File: config.mk
export PLATFORM = sky130hd
export DESIGN_NAME = error_mask_alarm
export DESIGN_NICKNAME = d
export VERILOG_FILES = /design/src/core/error_mask_alarm.v
export VERILOG_INCLUDE_DIRS = /design/src /design/src/core
export SDC_FILE = /design/constraint.sdc
export NUM_CORES = 1
export LEC_CHECK = 0
export CORE_MARGIN = 2
export CORE_UTILIZATION = 60
export DETAILED_ROUTE_END_ITERATION = 8
export DONT_BUFFER_PORTS = 1
export GPL_TIMING_DRIVEN = 0
export HOLD_SLACK_MARGIN = 0.06
export PLACE_DENSITY = 0.76
export SYNTH_ARGS = -nofsm -noshare
export SYNTH_HDL_FRONTEND = slang
export SYNTH_SLANG_ARGS = --single-unit
File: constraint.sdc
create_clock -name clk_in -period 4.05 [get_ports clk_in]
set_input_delay 0.2025 -clock clk_in [delete_from_list [all_inputs] [get_ports clk_in]]
set_output_delay 0.2025 -clock clk_in [all_outputs]
set_load 0.05 [all_outputs]
File: src/core/error_mask_alarm_defs.vh
// register map, field positions and timing constants of the error mask and alarm block
`ifndef ERROR_MASK_ALARM_DEFS_VH
`define ERROR_MASK_ALARM_DEFS_VH
`define ALARM_EVENT_MASK_ADDR 8'h54
`define ALARM_PIN_CONFIG_ADDR 8'h55
`define SHUTDOWN_EVENT_MASK_ADDR 8'h56
`define LOG_MASK_LOW_PULLUP_ADDR 8'h57
`define LOG_MASK_HIGH_ADDR 8'h58
`define POLARITY_SEL_BIT 2
`define HOLD_TIME_LSB 3
`define HOLD_TIME_MSB 5
`define PULLUP_EN_BIT 2
`define LOG_LOW_LSB 4
`define LOG_LOW_MSB 7
`define LOG_HIGH_LSB 0
`define LOG_HIGH_MSB 2
`define REACT_SEL_BIT 6
`define EV_CONFIG 6
`define EV_OVERTEMP 5
`define EV_EXTERNAL 4
`define EV_CTRL_MAX 3
`define EV_CTRL_MIN 2
`define EV_CLIP 1
`define EV_LOSS 0
`define REG_RESET 8'h00
`define CLK_HZ 250000000
`define HOLD_STEP_US 12500
`define HOLD_STEP_CYCLES ((`CLK_HZ / 1000000) * `HOLD_STEP_US)
`endif

File: src/core/error_mask_alarm.v
// error event masking, alarm pin, driver shutdown and logging latch
// Function
// RULE_01 - seven error events on bits 6 to 0 are detected
// RULE_02 - alarm mask events change the alarm pin; unmasked events do not
// RULE_03 - shutdown mask events drop aux to 5 mA, tristate drivers and alarm pin
// RULE_04 - logging mask from 0x58[2:0] and 0x57[7:4] latches events
// RULE_05 - shutdown mask bit 6 keeps drivers off on config error across power cycles
// RULE_06 - observer should use high-active polarity to see configuration errors
// RULE_07 - poor amplitude from excessive input or clipping also raises loss of signal
// RULE_08 - open-drain alarm output with selectable polarity and hold time
// RULE_09 - polarity 0 pulls low on error; polarity 1 pulls low without error
// RULE_10 - external low on alarm pin is the external error, polarity 0 only
// RULE_11 - with polarity 0 the alarm pin is disabled during shutdown
// RULE_12 - alarm held at least hold code times 12.5 ms
// RULE_13 - pull-up enable bit turns the internal pull-up on
// RULE_14 - reactivation select 0 recovers when errors clear, 1 only after power cycle
// RULE_15 - alarm stays until error cleared and hold time elapsed
// RULE_16 - enabled events are ORed per output function
`include "error_mask_alarm_defs.vh"
module error_mask_alarm #(
    parameter HOLD_STEP_CYCLES = `HOLD_STEP_CYCLES
) (
    input wire clk_in,
    input wire sys_rst_in,
    input wire reg_wr_in,
    input wire [7:0] reg_addr_in,
    input wire [7:0] reg_wdata_in,
    output reg [7:0] reg_rdata_out,
    input wire config_err_in,
    input wire overtemp_in,
    input wire ctrl_max_in,
    input wire ctrl_min_in,
    input wire clip_in,
    input wire loss_in,
    input wire excess_input_in,
    input wire config_err_stored_in,
    input wire alarm_pin_in,
    output wire alarm_pin_out,
    output wire alarm_pin_oe_out,
    output wire alarm_pullup_en_out,
    output wire driver_enable_out,
    output wire aux_low_range_out,
    output wire [6:0] log_latch_out,
    output wire [6:0] event_out,
    output wire alarm_active_out
);
    //------------------------------------------------------------
    // registers
    //------------------------------------------------------------
    reg [7:0] alarm_event_mask_ff;
    reg [7:0] alarm_pin_config_ff;
    reg [7:0] shutdown_event_mask_ff;
    reg [7:0] log_mask_low_pullup_ff;
    reg [7:0] log_mask_high_ff;

    // one write strobe per mapped byte; other addresses are ignored
    wire wr_alarm_mask = reg_wr_in & (reg_addr_in == `ALARM_EVENT_MASK_ADDR);
    wire wr_pin_config = reg_wr_in & (reg_addr_in == `ALARM_PIN_CONFIG_ADDR);
    wire wr_shutdown_mask = reg_wr_in & (reg_addr_in == `SHUTDOWN_EVENT_MASK_ADDR);
    wire wr_log_low = reg_wr_in & (reg_addr_in == `LOG_MASK_LOW_PULLUP_ADDR);
    wire wr_log_high = reg_wr_in & (reg_addr_in == `LOG_MASK_HIGH_ADDR);

    always @(posedge clk_in or posedge sys_rst_in) begin
        if (sys_rst_in) begin
            alarm_event_mask_ff <= `REG_RESET;
        end else if (wr_alarm_mask) begin
            alarm_event_mask_ff <= reg_wdata_in; // [RULE_02]
        end
    end

    always @(posedge clk_in or posedge sys_rst_in) begin
        if (sys_rst_in) begin
            alarm_pin_config_ff <= `REG_RESET;
        end else if (wr_pin_config) begin
            alarm_pin_config_ff <= reg_wdata_in; // [RULE_09] [RULE_12]
        end
    end

    always @(posedge clk_in or posedge sys_rst_in) begin
        if (sys_rst_in) begin
            shutdown_event_mask_ff <= `REG_RESET;
        end else if (wr_shutdown_mask) begin
            shutdown_event_mask_ff <= reg_wdata_in; // [RULE_03]
        end
    end

    always @(posedge clk_in or posedge sys_rst_in) begin
        if (sys_rst_in) begin
            log_mask_low_pullup_ff <= `REG_RESET;
        end else if (wr_log_low) begin
            log_mask_low_pullup_ff <= reg_wdata_in; // [RULE_04] [RULE_13]
        end
    end

    always @(posedge clk_in or posedge sys_rst_in) begin
        if (sys_rst_in) begin
            log_mask_high_ff <= `REG_RESET;
        end else if (wr_log_high) begin
            log_mask_high_ff <= reg_wdata_in; // [RULE_04] [RULE_14]
        end
    end

    //------------------------------------------------------------
    // register fields
    //------------------------------------------------------------
    wire [6:0] alarm_event_mask = alarm_event_mask_ff[6:0];
    wire [6:0] shutdown_event_mask = shutdown_event_mask_ff[6:0];
    wire [2:0] log_mask_upper = log_mask_high_ff[`LOG_HIGH_MSB:`LOG_HIGH_LSB];
    wire [3:0] log_mask_lower = log_mask_low_pullup_ff[`LOG_LOW_MSB:`LOG_LOW_LSB];
    wire [6:0] log_event_mask = {log_mask_upper, log_mask_lower}; // [RULE_04]
    wire alarm_polarity_sel = alarm_pin_config_ff[`POLARITY_SEL_BIT];
    wire [2:0] alarm_hold_time = alarm_pin_config_ff[`HOLD_TIME_MSB:`HOLD_TIME_LSB];
    wire driver_reactivation_sel = log_mask_high_ff[`REACT_SEL_BIT];

    //------------------------------------------------------------
    // event collection
    //------------------------------------------------------------
    // alarm state codes
    localparam [0:0] ALARM_OFF = 1'b0;
    localparam [0:0] ALARM_ON = 1'b1;

    reg [6:0] event_ff;
    reg shutdown_ff;
    reg nxt_shutdown;
    reg [6:0] log_latch_ff;
    reg alarm_ff;
    reg nxt_alarm;
    reg [2:0] hold_steps_ff;
    reg [2:0] nxt_hold_steps;
    reg [31:0] tick_cnt_ff;
    reg [31:0] nxt_tick_cnt;
    reg [7:0] nxt_reg_rdata;

    //------------------------------------------------------------
    // external error input and event sources
    //------------------------------------------------------------
    // the external error is only read while this end leaves the pin released
    wire ext_err = ~alarm_polarity_sel & ~alarm_pin_oe_out & ~alarm_pin_in; // [RULE_10]

    reg [6:0] nxt_event;
    always @* begin
        nxt_event = 7'h00;
        nxt_event[`EV_CONFIG] = config_err_in; // [RULE_01]
        nxt_event[`EV_OVERTEMP] = overtemp_in;
        nxt_event[`EV_EXTERNAL] = ext_err;
        nxt_event[`EV_CTRL_MAX] = ctrl_max_in;
        nxt_event[`EV_CTRL_MIN] = ctrl_min_in;
        nxt_event[`EV_CLIP] = clip_in;
        nxt_event[`EV_LOSS] = loss_in | excess_input_in | clip_in; // [RULE_07]
    end

    //------------------------------------------------------------
    // mask combination
    //------------------------------------------------------------
    wire any_alarm = |(event_ff & alarm_event_mask); // [RULE_02] [RULE_16]
    wire any_shutdown = |(event_ff & shutdown_event_mask); // [RULE_16]
    // stored config error with mask bit 6 keeps drivers off after power-up
    wire sticky_cfg = shutdown_event_mask[`EV_CONFIG] & config_err_stored_in; // [RULE_05]

    //------------------------------------------------------------
    // hold step timer
    //------------------------------------------------------------
    // last count of one hold step, cut to the counter width
    localparam [31:0] TICK_LAST = HOLD_STEP_CYCLES - 1;
    wire tick = (tick_cnt_ff == TICK_LAST);
    wire hold_done = (hold_steps_ff == 3'h0);

    //------------------------------------------------------------
    // event register
    //------------------------------------------------------------
    always @(posedge clk_in or posedge sys_rst_in) begin
        if (sys_rst_in) begin
            event_ff <= 7'h00;
        end else begin
            event_ff <= nxt_event; // [RULE_01]
        end
    end

    //------------------------------------------------------------
    // logging latch
    //------------------------------------------------------------
    // logging bits are sticky; only reset clears them
    always @(posedge clk_in or posedge sys_rst_in) begin
        if (sys_rst_in) begin
            log_latch_ff <= 7'h00;
        end else begin
            log_latch_ff <= log_latch_ff | (event_ff & log_event_mask); // [RULE_04] [RULE_16]
        end
    end

    //------------------------------------------------------------
    // driver shutdown
    //------------------------------------------------------------
    always @* begin
        nxt_shutdown = shutdown_ff;
        if (any_shutdown | sticky_cfg) begin
            nxt_shutdown = 1'b1; // [RULE_03]
        end else if (~driver_reactivation_sel) begin
            nxt_shutdown = 1'b0; // [RULE_14]
        end
    end

    always @(posedge clk_in or posedge sys_rst_in) begin
        if (sys_rst_in) begin
            shutdown_ff <= 1'b0;
        end else begin
            shutdown_ff <= nxt_shutdown;
        end
    end

    //------------------------------------------------------------
    // alarm state with minimum indication time
    //------------------------------------------------------------
    // a fresh event restarts the hold count, so the hold runs from the last event
    always @* begin
        nxt_alarm = alarm_ff;
        nxt_hold_steps = hold_steps_ff;
        nxt_tick_cnt = tick_cnt_ff;
        case (alarm_ff)
            ALARM_OFF: begin
                if (any_alarm) begin
                    nxt_alarm = ALARM_ON;
                    nxt_hold_steps = alarm_hold_time; // [RULE_12]
                    nxt_tick_cnt = 32'h0;
                end
            end
            ALARM_ON: begin
                if (any_alarm) begin
                    nxt_hold_steps = alarm_hold_time; // [RULE_12]
                    nxt_tick_cnt = 32'h0;
                end else if (hold_done) begin
                    nxt_alarm = ALARM_OFF; // [RULE_15]
                end else if (tick) begin
                    nxt_hold_steps = hold_steps_ff - 3'h1; // [RULE_15]
                    nxt_tick_cnt = 32'h0;
                end else begin
                    nxt_tick_cnt = tick_cnt_ff + 32'h1;
                end
            end
            default: begin
                nxt_alarm = ALARM_OFF;
            end
        endcase
    end

    always @(posedge clk_in or posedge sys_rst_in) begin
        if (sys_rst_in) begin
            alarm_ff <= ALARM_OFF;
            hold_steps_ff <= 3'h0;
            tick_cnt_ff <= 32'h0;
        end else begin
            alarm_ff <= nxt_alarm;
            hold_steps_ff <= nxt_hold_steps;
            tick_cnt_ff <= nxt_tick_cnt;
        end
    end

    //------------------------------------------------------------
    // alarm pin and outputs
    //------------------------------------------------------------
    // polarity 0: low on error; polarity 1: low without error
    reg want_low;
    always @* begin
        case (alarm_polarity_sel)
            1'b0: want_low = alarm_ff; // [RULE_08] [RULE_09]
            1'b1: want_low = ~alarm_ff; // [RULE_09]
            default: want_low = 1'b0;
        endcase
    end

    // the pin is only ever pulled low; released means high or pulled up
    assign alarm_pin_out = 1'b0;
    assign alarm_pin_oe_out = want_low & ~shutdown_ff; // [RULE_03] [RULE_11]
    assign alarm_pullup_en_out = log_mask_low_pullup_ff[`PULLUP_EN_BIT]; // [RULE_13]

    //------------------------------------------------------------
    // status outputs
    //------------------------------------------------------------
    assign driver_enable_out = ~shutdown_ff; // [RULE_03]
    assign aux_low_range_out = shutdown_ff; // [RULE_03]
    assign log_latch_out = log_latch_ff;
    assign event_out = event_ff;
    assign alarm_active_out = alarm_ff;

    //------------------------------------------------------------
    // register read
    //------------------------------------------------------------
    // unmapped addresses read as zero
    always @* begin
        case (reg_addr_in)
            `ALARM_EVENT_MASK_ADDR: nxt_reg_rdata = alarm_event_mask_ff;
            `ALARM_PIN_CONFIG_ADDR: nxt_reg_rdata = alarm_pin_config_ff;
            `SHUTDOWN_EVENT_MASK_ADDR: nxt_reg_rdata = shutdown_event_mask_ff;
            `LOG_MASK_LOW_PULLUP_ADDR: nxt_reg_rdata = log_mask_low_pullup_ff;
            `LOG_MASK_HIGH_ADDR: nxt_reg_rdata = log_mask_high_ff;
            default: nxt_reg_rdata = 8'h00;
        endcase
    end

    always @(posedge clk_in or posedge sys_rst_in) begin
        if (sys_rst_in) begin
            reg_rdata_out <= 8'h00;
        end else begin
            reg_rdata_out <= nxt_reg_rdata;
        end
    end
endmodule

==> results of run 1 <==
## placed cells by master, fill, tap and decap left out, drive strengths merged, types with 6 or more instances in the layout
| cell | Yosys | layout |
|---|---|---|
| nand3 | 18 | 18 |
| nand4 | 12 | 12 |
| nor4 | 8 | 8 |
| o21ai | 19 | 19 |
| nand2 | 29 | 29 |
| a22oi | 10 | 10 |
| clkbuf | 4 | 13 |
| a21oi | 8 | 8 |
| buf | 7 | 8 |
| a21o | 7 | 7 |
| dfrtp | 99 | 99 |
| inv | 11 | 16 |
| a22o | 9 | 9 |
| mux2 | 42 | 42 |
| xor2 | 6 | 6 |
| nor3 | 16 | 16 |
| dlygate4sd3 | 0 | 18 |
| nor2 | 33 | 33 |
| a222oi | 10 | 10 |
## layout make-up
cell class / count / area [µm²] / share of cell area [%]
Sequential cell: 99 / 2480 / 48.0
Multi-Input combinational cell: 281 / 2030 / 39.2
Timing Repair Buffer: 19 / 208 / 4.02
Clock buffer: 9 / 124 / 2.40
Tap cell: 99 / 124 / 2.40
Clock inverter: 7 / 93.8 / 1.82
Buffer: 11 / 65.1 / 1.26
Inverter: 12 / 47.5 / 0.920
## metal layers
layer,GRT usage (%),vias to the layer above,part of all wire (%)
li1,-,1573,-
met1,38.3,1688,44
met2,41.1,126,48
met3,6.82,14,6.4
met4,7.71,0,1.2
met5,0,-,0
## final timing paths
kind / start / end / slack (ns) / depth (start not counted)
max: event_out[1]$_DFF_PP0_ / hold_steps_ff[2]$_DFFE_PP0P_ / 1.37 / 7
min: reg_addr_in[0] / reg_rdata_out[1]$_DFF_PP0_ / 0.19 / 3
max reg2reg: event_out[1]$_DFF_PP0_ / hold_steps_ff[2]$_DFFE_PP0P_ / 1.37 / 7
min reg2reg: log_mask_low_pullup_ff[1]$_DFFE_PP0P_ / reg_rdata_out[1]$_DFF_PP0_ / 0.51 / 2
max in group asynchronous: sys_rst_in / alarm_active_out$_DFF_PP0_ / 3.05 / 3
min in group asynchronous: sys_rst_in / event_out[4]$_DFF_PP0_ / 0.33 / 2
## report_power, final
group,internal [mW],leakage [nW],switching (mW)
combinational,0.195,0.919,0.354
sequential,1.07,1.33,0.221
clock,0.259,0.110,0.426
total,1.52,2.36,1.00
## synthesized netlist by cell type (5+ instances only)
cell type  number
dfrtp_1        99
mux2_2         42
nor2_1         31
nand2_1        29
o21ai_0        19
nand3_1        18
nor3_1         12
inv_1          11
nand4_1        11
a222oi_1       10
a22oi_1        10
a22o_1          9
a21oi_1         8
a21o_1          7
nor4_1          6
xor2_1          6
and3_1          5
or3_1           5
xnor2_1         5
## flip-flops by register name (all words and copies together) (netlist names), 7 cells and up
register / count
tick_cnt_ff: 32
shutdown_event_mask_ff: 8
event_out: 7
log_mask_high_ff: 8
alarm_event_mask_ff: 8
alarm_pin_config_ff: 8
log_latch_out: 7
log_mask_low_pullup_ff: 8
reg_rdata_out: 8
## cell families after synthesis
group | after synthesis
AOI/OAI and AO/OA | 75
xor gates and xnor gates | 11
adders and majority gates | 3
buffers and inverters | 23
DFF | 99
muxes | 46
other | 1
and+or+nand+nor | 145
## stage by stage
| step | power (mW) | util [%] | instance area, µm² | instances | hold WS, ns |
|---|---|---|---|---|---|
| after floorplan | 1.69 | - | 4610 | 403 | 0.234 |
| after global placement | 1.81 | 64.6 | 4740 | 502 | 0.234 |
| after detailed placement | 1.84 | 65.0 | 4770 | 503 | 0.152 |
| after CTS | 2.53 | 70.5 | 5170 | 537 | 0.183 |
| after global routing | 2.63 | 70.5 | 5170 | 537 | 0.212 |
| final | 2.52 | 70.5 | 5170 | 537 | 0.191 |
## what timing repair did
action                                 4_1_cts  5_1_grt
endpoints found under the hold margin       87        0
hold buffers                                18        0
buffers inserted                             0        0
## worst max-delay path, stage by stage (launching register included)
cell,delay [ns]
dfrtp_1,0.66
a222oi_1,0.60
o2111a_1,0.25
buf_2,0.23
clkinv_1,0.30
buf_2,0.29
a31oi_1,0.17
a21oi_1,0.06
==> qor.txt, run 1 <==
die width = 91.7 µm
wire per inst = 19.9 µm
Area Overhead vs Synth = 12.0%
post-synthesis async set-or-reset flop share = 100%
Post-synth EDFFs = 0
Static Leak = 2.36 nW
DRC Markers = 0
clock sinks = 99
slew margin rel. = 35.9%
Max Freq = 0.373 GHz
Via-to-Cell Ratio = 6.33
FP Rows = 31
WP data arrival = 2.96 ns
cells taking the most area after synthesis = dfrtp_1 54%, mux2_2 10%, nor2_1 2.5%
WP data required = 4.32 ns
1st-pass router iterations = 6
root buffer cell = clkbuf_8
Initial Util = 62.9%
Hold Crit Class = in2reg
Yosys warnings = 0
htree depth = 3
initial antenna violation count = 0
number of buffers created by CTS = 9
clk_lat worst skew = 0.40 ns
total gr overflow = 0
RSZ-0062 raised after global routing = no
number of global-route vias before repair = 3349
cells after synthesis = 403
pre-CTS WS = 1.40 ns
flops & latches, synth = 99
adder-cell share of the synthesized area = 0.813%
fillcell total = 524
Post-CTS Resized = 0
Total GRT Usage = 26.8%
Slew @ Worst Pin = 0.958 ns
CP Class = reg2reg
Post-Syn Area = 0.00461 mm²
setup ws final = 1.37 ns
Buffers on Ports = 0
I/O pins = 56
clock transition at the registers of the reported paths = 0.13 ns
compound-cell area share of the yosys netlist = 12.2%
Avg Inst Size Synth = 11.5 µm²
crit-path max FO = 10
drt first-iter violations = 275
CTS max path bufs = 2
Die Y = 91.7 µm
final wirelength = 10.7 mm
sequential share of the synthesized area = 53.7%
Synth Area in XOR/XNOR = 2.09%
Nets = 464
layout cells sized above 1 = 18.9%
# diodes = 0
gp weighted congestion = 0.824
Tcrit/Tclk final = 66.2%
setup tns final = 0 ns
DRT antenna net count = 0
Cell Pwr Density = 488 mW/mm²
Core Footprint = 0.00733 mm²
pin count of the biggest net entering global routing = 61
dpl hpwl = 7.21 mm
cell taking the most area after synthesis = dfrtp_1
Max Slew Vio Count = 0
Synth Area in Simple Gates = 17.6%
Peak supply drop = 304 µV
Synth Net Count = 434
status = completed
Critical Path Source Type = flop
largest family of logic cells by synthesized area = simple AND/OR/NAND/NOR gates
library cells used by synthesis = 56
post-synth top area share = 53.7%
first-pass GRT wire length = 17.5 mm
dominant synthesized flop cell = dfrtp_1
Critical Path End Type = flop
hold violation count in the final report = 0
die area = 0.00841 mm²
multiplexer area fraction after synthesis = 11.1%
Final Setup Violations = 0
min Tclk post-route = 2.68 ns
Setup Skew = 0.0245 ns
MaxCap Viol Count = 0
TritonCTS clock tree = done
vias = 3401
Note: power is estimated with default switching activity, not from simulation.
==> run 2: changes to the inputs <==
==> constraint.sdc (replaced) <==
create_clock -name clk_in -period 2.8 [get_ports clk_in]
set_input_delay 0.14 -clock clk_in [delete_from_list [all_inputs] [get_ports clk_in]]
set_output_delay 0.14 -clock clk_in [all_outputs]
set_load 0.05 [all_outputs]
==> run 2 against run 1 <==
Clock power grew 44%. Via count grew 0.59%. Power up 45%. Combinational power is 46% higher. Hold slack lost 0.060 ns. Cell count rose by 0.19%. Global-route usage stayed put. Clock skew down 0.0039 ns. Critical endpoint unchanged. Highest routed layer unchanged.
==> qor.txt, run 2 (same netlist as run 1, synthesis figures left out) <==
first-pass GRT wire length = 17.5 mm
Area Overhead vs Synth = 12.1%
flip-flop count of the largest register after layout = 32
Cell Pwr Density = 706 mW/mm²
Final Setup Violations = 0
commonest cells after routing, fill and taps aside = 99 x dfrtp_1, 42 x mux2_2, 31 x nor2_1, 29 x nand2_1, 19 x o21ai_0
hold slack final = 0.131 ns
clk_lat worst skew = 0.39 ns
Max Slew Vio Count = 0
Critical Path End Type = flop
Die Y = 91.7 µm
CP top delay family = buffers and inverters
CP Buf/Inv Count = 4
gp weighted congestion = 0.824
DRT antenna net count = 0
Static Leak = 2.37 nW
slew margin rel. = 35.8%
Core Footprint = 0.00733 mm²
pin count of the biggest net entering global routing = 61
clock sinks = 99
die width = 91.7 µm
Initial Util = 62.9%
commonest non-fill, non-tap cell in the layout = dfrtp_1
Critical Path Source Type = flop
worst-path cell chain = a222oi_1 -> buf_4 -> o2111a_1 -> buf_2 -> clkinv_1 -> buf_2 -> a31oi_1 -> a21oi_1
die area = 0.00841 mm²
htree depth = 3
dpl cells = 503
Tcrit/Tclk final = 93.0%
vias = 3421
1st-pass router iterations = 5
hold violation count in the final report = 0
DRC Markers = 0
initial antenna violation count = 0
Post-Layout Cell Count = 538
number of global-route vias before repair = 3349
Biggest register = tick_cnt_ff
Buffers on Ports = 0
Max Freq = 0.384 GHz
# diodes = 0
Slowest cell on crit path = dfrtp_1
WP data required = 3.07 ns
WP data arrival = 2.88 ns
FP Rows = 31
cell repeated most along the worst path = buf_2
crit-path max FO = 10
status = completed
clock transition at the registers of the reported paths = 0.12 ns
Via-to-Cell Ratio = 6.36
Nets = 465
layout cells sized above 1 = 19.4%
I/O pins = 56
Hold Crit Class = in2reg
Total GRT Usage = 26.8%
wire per inst = 19.8 µm
drt first-iter violations = 245
Crit path largest cell delay = 0.66 ns
root buffer cell = clkbuf_8
Setup Skew = 0.0206 ns
Peak supply drop = 436 µV
total gr overflow = 0
CTS max path bufs = 2
min Tclk post-route = 2.60 ns
number of buffers created by CTS = 9
final wirelength = 10.7 mm
CP Class = reg2reg
dpl hpwl = 7.21 mm
Slew @ Worst Pin = 0.959 ns
MaxCap Viol Count = 0
TritonCTS clock tree = done
RSZ-0062 raised after global routing = no
-- run 2: cell count changes in the layout (fill, tap and decap cells not counted) --
cell,previous run,this run
clkbuf_2,0,1
clkbuf_1,4,3
buf_4,1,2
-- run 2: routing by layer --
layer	up-vias	global-route usage [%]	routed length, µm
li1	1575	-	-
met1	1710	38.3	4710
met2	117	41.1	5130
met3	19	6.82	658
met4	0	7.71	176
met5	-	0	0
-- run 2: timing repair --
item	4_1_cts	5_1_grt
hold buffers	18	0
gates resized for setup	0	2
setup endpoints to repair	0	4
endpoints found under the hold margin	87	0
setup buffers	0	1
-- run 2: area by class of cell --
cell class	count	area, µm²
tap	99	124
inverter	12	47.5
clock buffer	9	124
sequential	99	2480
buffer	11	66.3
clock inverter	7	93.8
multi-input combinational	281	2030
timing repair buffer	20	215
fill	521	2160
-- run 2: through the flow --
step / setup TNS (ns) / area (µm²) / setup WS, ns / total power, mW / util (%)
2_1_floorplan: 0 / 4610 / 0.0696 / 2.44 / -
3_3_place_gp: -91.23 / 4740 / -0.928 / 2.62 / 64.6
3_5_place_dp: 0 / 4770 / 0.148 / 2.66 / 65.0
4_1_cts: 0 / 5170 / 0.101 / 3.67 / 70.5
5_1_grt: 0 / 5170 / 0.0707 / 3.81 / 70.6
6_report: 0 / 5170 / 0.196 / 3.65 / 70.6
-- run 2: report_power, final --
part | total (mW) | internal (mW) | switching [mW]
logic | 0.801 | 0.285 | 0.516
registers | 1.86 | 1.54 | 0.320
clock network | 0.988 | 0.375 | 0.613
-- run 2: path summary, 6_finish.rpt --
path / start / end / slack, ns / cells after the start
max in group asynchronous: sys_rst_in / alarm_active_out$_DFF_PP0_ / 1.86 / 3
min in group asynchronous: sys_rst_in / log_mask_high_ff[4]$_DFFE_PP0P_ / 0.27 / 2
worst min register to register: log_mask_low_pullup_ff[1]$_DFFE_PP0P_ / reg_rdata_out[1]$_DFF_PP0_ / 0.51 / 2
worst max register to register: event_out[1]$_DFF_PP0_ / hold_steps_ff[2]$_DFFE_PP0P_ / 0.20 / 8
worst max-delay path: event_out[1]$_DFF_PP0_ / hold_steps_ff[2]$_DFFE_PP0P_ / 0.20 / 8
worst min-delay path: reg_addr_in[0] / reg_rdata_out[1]$_DFF_PP0_ / 0.13 / 3
-- run 2: worst reg2reg max path: cells and delay by family, from the launching register on --
family,cells,cell delay [ns]
compound gates,4,0.82
flops,1,0.66
buf+inv,4,1.03
==> run 3: changes to the inputs <==
--- a/config.mk
+++ b/config.mk
@@ -10,8 +10,7 @@
 export CORE_UTILIZATION = 60
 export DETAILED_ROUTE_END_ITERATION = 8
 export DONT_BUFFER_PORTS = 1
-export GPL_TIMING_DRIVEN = 0
-export HOLD_SLACK_MARGIN = 0.06
+export HOLD_SLACK_MARGIN = 0.03
 export PLACE_DENSITY = 0.76
 export SYNTH_ARGS = -nofsm -noshare
 export SYNTH_HDL_FRONTEND = slang
==> run 3 against run 2 <==
Global-route usage up 1.1 points. Setup slack better by 0.36 ns. Routed wire length up 2.0%. Clock power down 8.4%. Combinational power up 9.7%. Register-to-register slack better by 0.36 ns. Flip-flop and latch count unchanged. Via count up 1.8%.
==> qor.txt, run 3 (same netlist as run 1, synthesis figures left out) <==
total net switching power = 1.36 mW
r2r endpoint = tick_cnt_ff[15]$_DFFE_PP0P_
hold violation count in the final report = 0
pin count of the biggest net entering global routing = 54
sw frac = 38.1%
commonest cells after routing, fill and taps aside = 99 x dfrtp_1, 42 x mux2_2, 31 x nor2_1, 29 x nand2_1, 19 x o21ai_0
Critical Path End Type = flop
htree depth = 3
vias = 3482
number of global-route vias before repair = 3427
FP Rows = 31
wire per inst = 20.0 µm
RSZ-0062 raised after global routing = no
Peak supply drop = 425 µV
worst-path cell chain = a222oi_1 -> and4_1 -> o41ai_4 -> buf_4 -> or4_1 -> nand3_1
WP data required = 3.12 ns
TritonCTS clock tree = done
Area Overhead vs Synth = 12.8%
die width = 91.7 µm
Slew @ Worst Pin = 0.952 ns
gp weighted congestion = 0.874
Initial Util = 62.9%
drt first-iter violations = 365
Slowest cell on crit path = and4_1
Final Setup Violations = 0
WP data arrival = 2.57 ns
Setup Skew = 0.00914 ns
Max Freq = 0.445 GHz
Post-CTS Resized = 0
CP Class = reg2reg
combinational share of power = 24.6%
flip-flop count of the largest register after layout = 32
P_int = 2.21 mW
worst hold stages = 4
Post-Layout Cell Count = 544
end of the worst hold path = reg_rdata_out[4]$_DFF_PP0_
Total GRT Usage = 27.9%
die area = 0.00841 mm²
Hold Crit Class = in2reg
slew margin rel. = 36.3%
Buffers on Ports = 0
Worst R2R Setup Slack = 0.55 ns
layout cells sized above 1 = 21.1%
MaxCap Viol Count = 0
number of buffers created by CTS = 9
Max Slew Vio Count = 0
register share of total power = 50.1%
Biggest register = tick_cnt_ff
DRC Markers = 0
Tcrit/Tclk final = 80.3%
dpl hpwl = 7.53 mm
hold slack final = 0.246 ns
Clock power frac = 25.3%
1st-pass router iterations = 6
initial antenna violation count = 0
setup tns final = 0 ns
Crit path largest cell delay = 0.46 ns
commonest non-fill, non-tap cell in the layout = dfrtp_1
RR Startpoint = event_out[1]$_DFF_PP0_
status = completed
final wirelength = 10.9 mm
clock sinks = 99
dpl cells = 510
Die Y = 91.7 µm
FF-to-FF path depth = 6
crit-path max FO = 9
clk_lat worst skew = 0.38 ns
first-pass GRT wire length = 18.3 mm
crit path from = event_out[1]$_DFF_PP0_
root buffer cell = clkbuf_8
Via-to-Cell Ratio = 6.40
worst hold path startpoint = reg_addr_in[0]
Cell Pwr Density = 687 mW/mm²
DRT antenna net count = 0
# diodes = 0
CTS max path bufs = 2
Critical Path Source Type = flop
Static Leak = 2.40 nW
I/O pins = 56
Core Footprint = 0.00733 mm²
Nets = 471
total gr overflow = 0
min Tclk post-route = 2.25 ns
clock transition at the registers of the reported paths = 0.10 ns
[run 3: how the worst max path moves through the flow]
stage                                               to  slack, ns
after floorplan             alarm_active_out$_DFF_PP0_       0.07
after global placement    hold_steps_ff[1]$_DFFE_PP0P_       0.57
after detailed placement   tick_cnt_ff[15]$_DFFE_PP0P_       0.58
after CTS                  tick_cnt_ff[15]$_DFFE_PP0P_       0.55
after global routing        tick_cnt_ff[0]$_DFFE_PP0P_       0.32
final                      tick_cnt_ff[15]$_DFFE_PP0P_       0.55
[run 3: per-layer routing]
layer | vias to the layer above | share of wire, % | global-route usage, %
met5 | - | 0 | 0
met4 | 0 | 1.8 | 9.58
met3 | 16 | 5.8 | 5.34
met2 | 115 | 46 | 42.2
met1 | 1766 | 46 | 41.0
li1 | 1585 | - | -
[run 3: power groups by stage]
stage / logic [mW] / clock network (mW) / registers, mW
final: 0.879 / 0.905 / 1.79
after global routing: 0.975 / 0.984 / 1.80
after detailed placement: 0.856 / 0 / 1.82
after floorplan: 0.589 / 0 / 1.85
after CTS: 0.886 / 0.920 / 1.79
after global placement: 0.827 / 0 / 1.81
[run 3: through the flow]
step / utilization (%) / setup slack [ns] / instance area [µm²] / power, mW
floorplan: - / 0.0696 / 4610 / 2.44
global placement: 65.9 / 0.567 / 4830 / 2.64
detailed placement: 65.9 / 0.578 / 4830 / 2.67
CTS: 71.0 / 0.554 / 5200 / 3.60
global route: 71.0 / 0.318 / 5200 / 3.76
finish: 71.0 / 0.552 / 5200 / 3.57
[run 3: cell type report]
class                   instances  area [µm²]
repair buffers                 37         335
flip-flops and latches         99        2480
inverters                      12        47.5
multi-input cells             281        2030
clock buffers                   9         124
well taps                      99         124
fillers                       508        2130
clock inverters                 7        70.1
[run 3: what timing repair did]
item                      4_1_cts  5_1_grt
hold endpoints to repair       99        0
buffers inserted                0        0
hold buffers                   18        0
[run 3: critical path: cells and delay by family (launching register included)]
| kind | cells | cell delay [ns] |
|---|---|---|
| AO/OA/AOI/OAI | 2 | 0.61 |
| buffers and inverters | 1 | 0.18 |
| AND/OR/NAND/NOR | 3 | 1.01 |
| flip-flops | 1 | 0.40 |
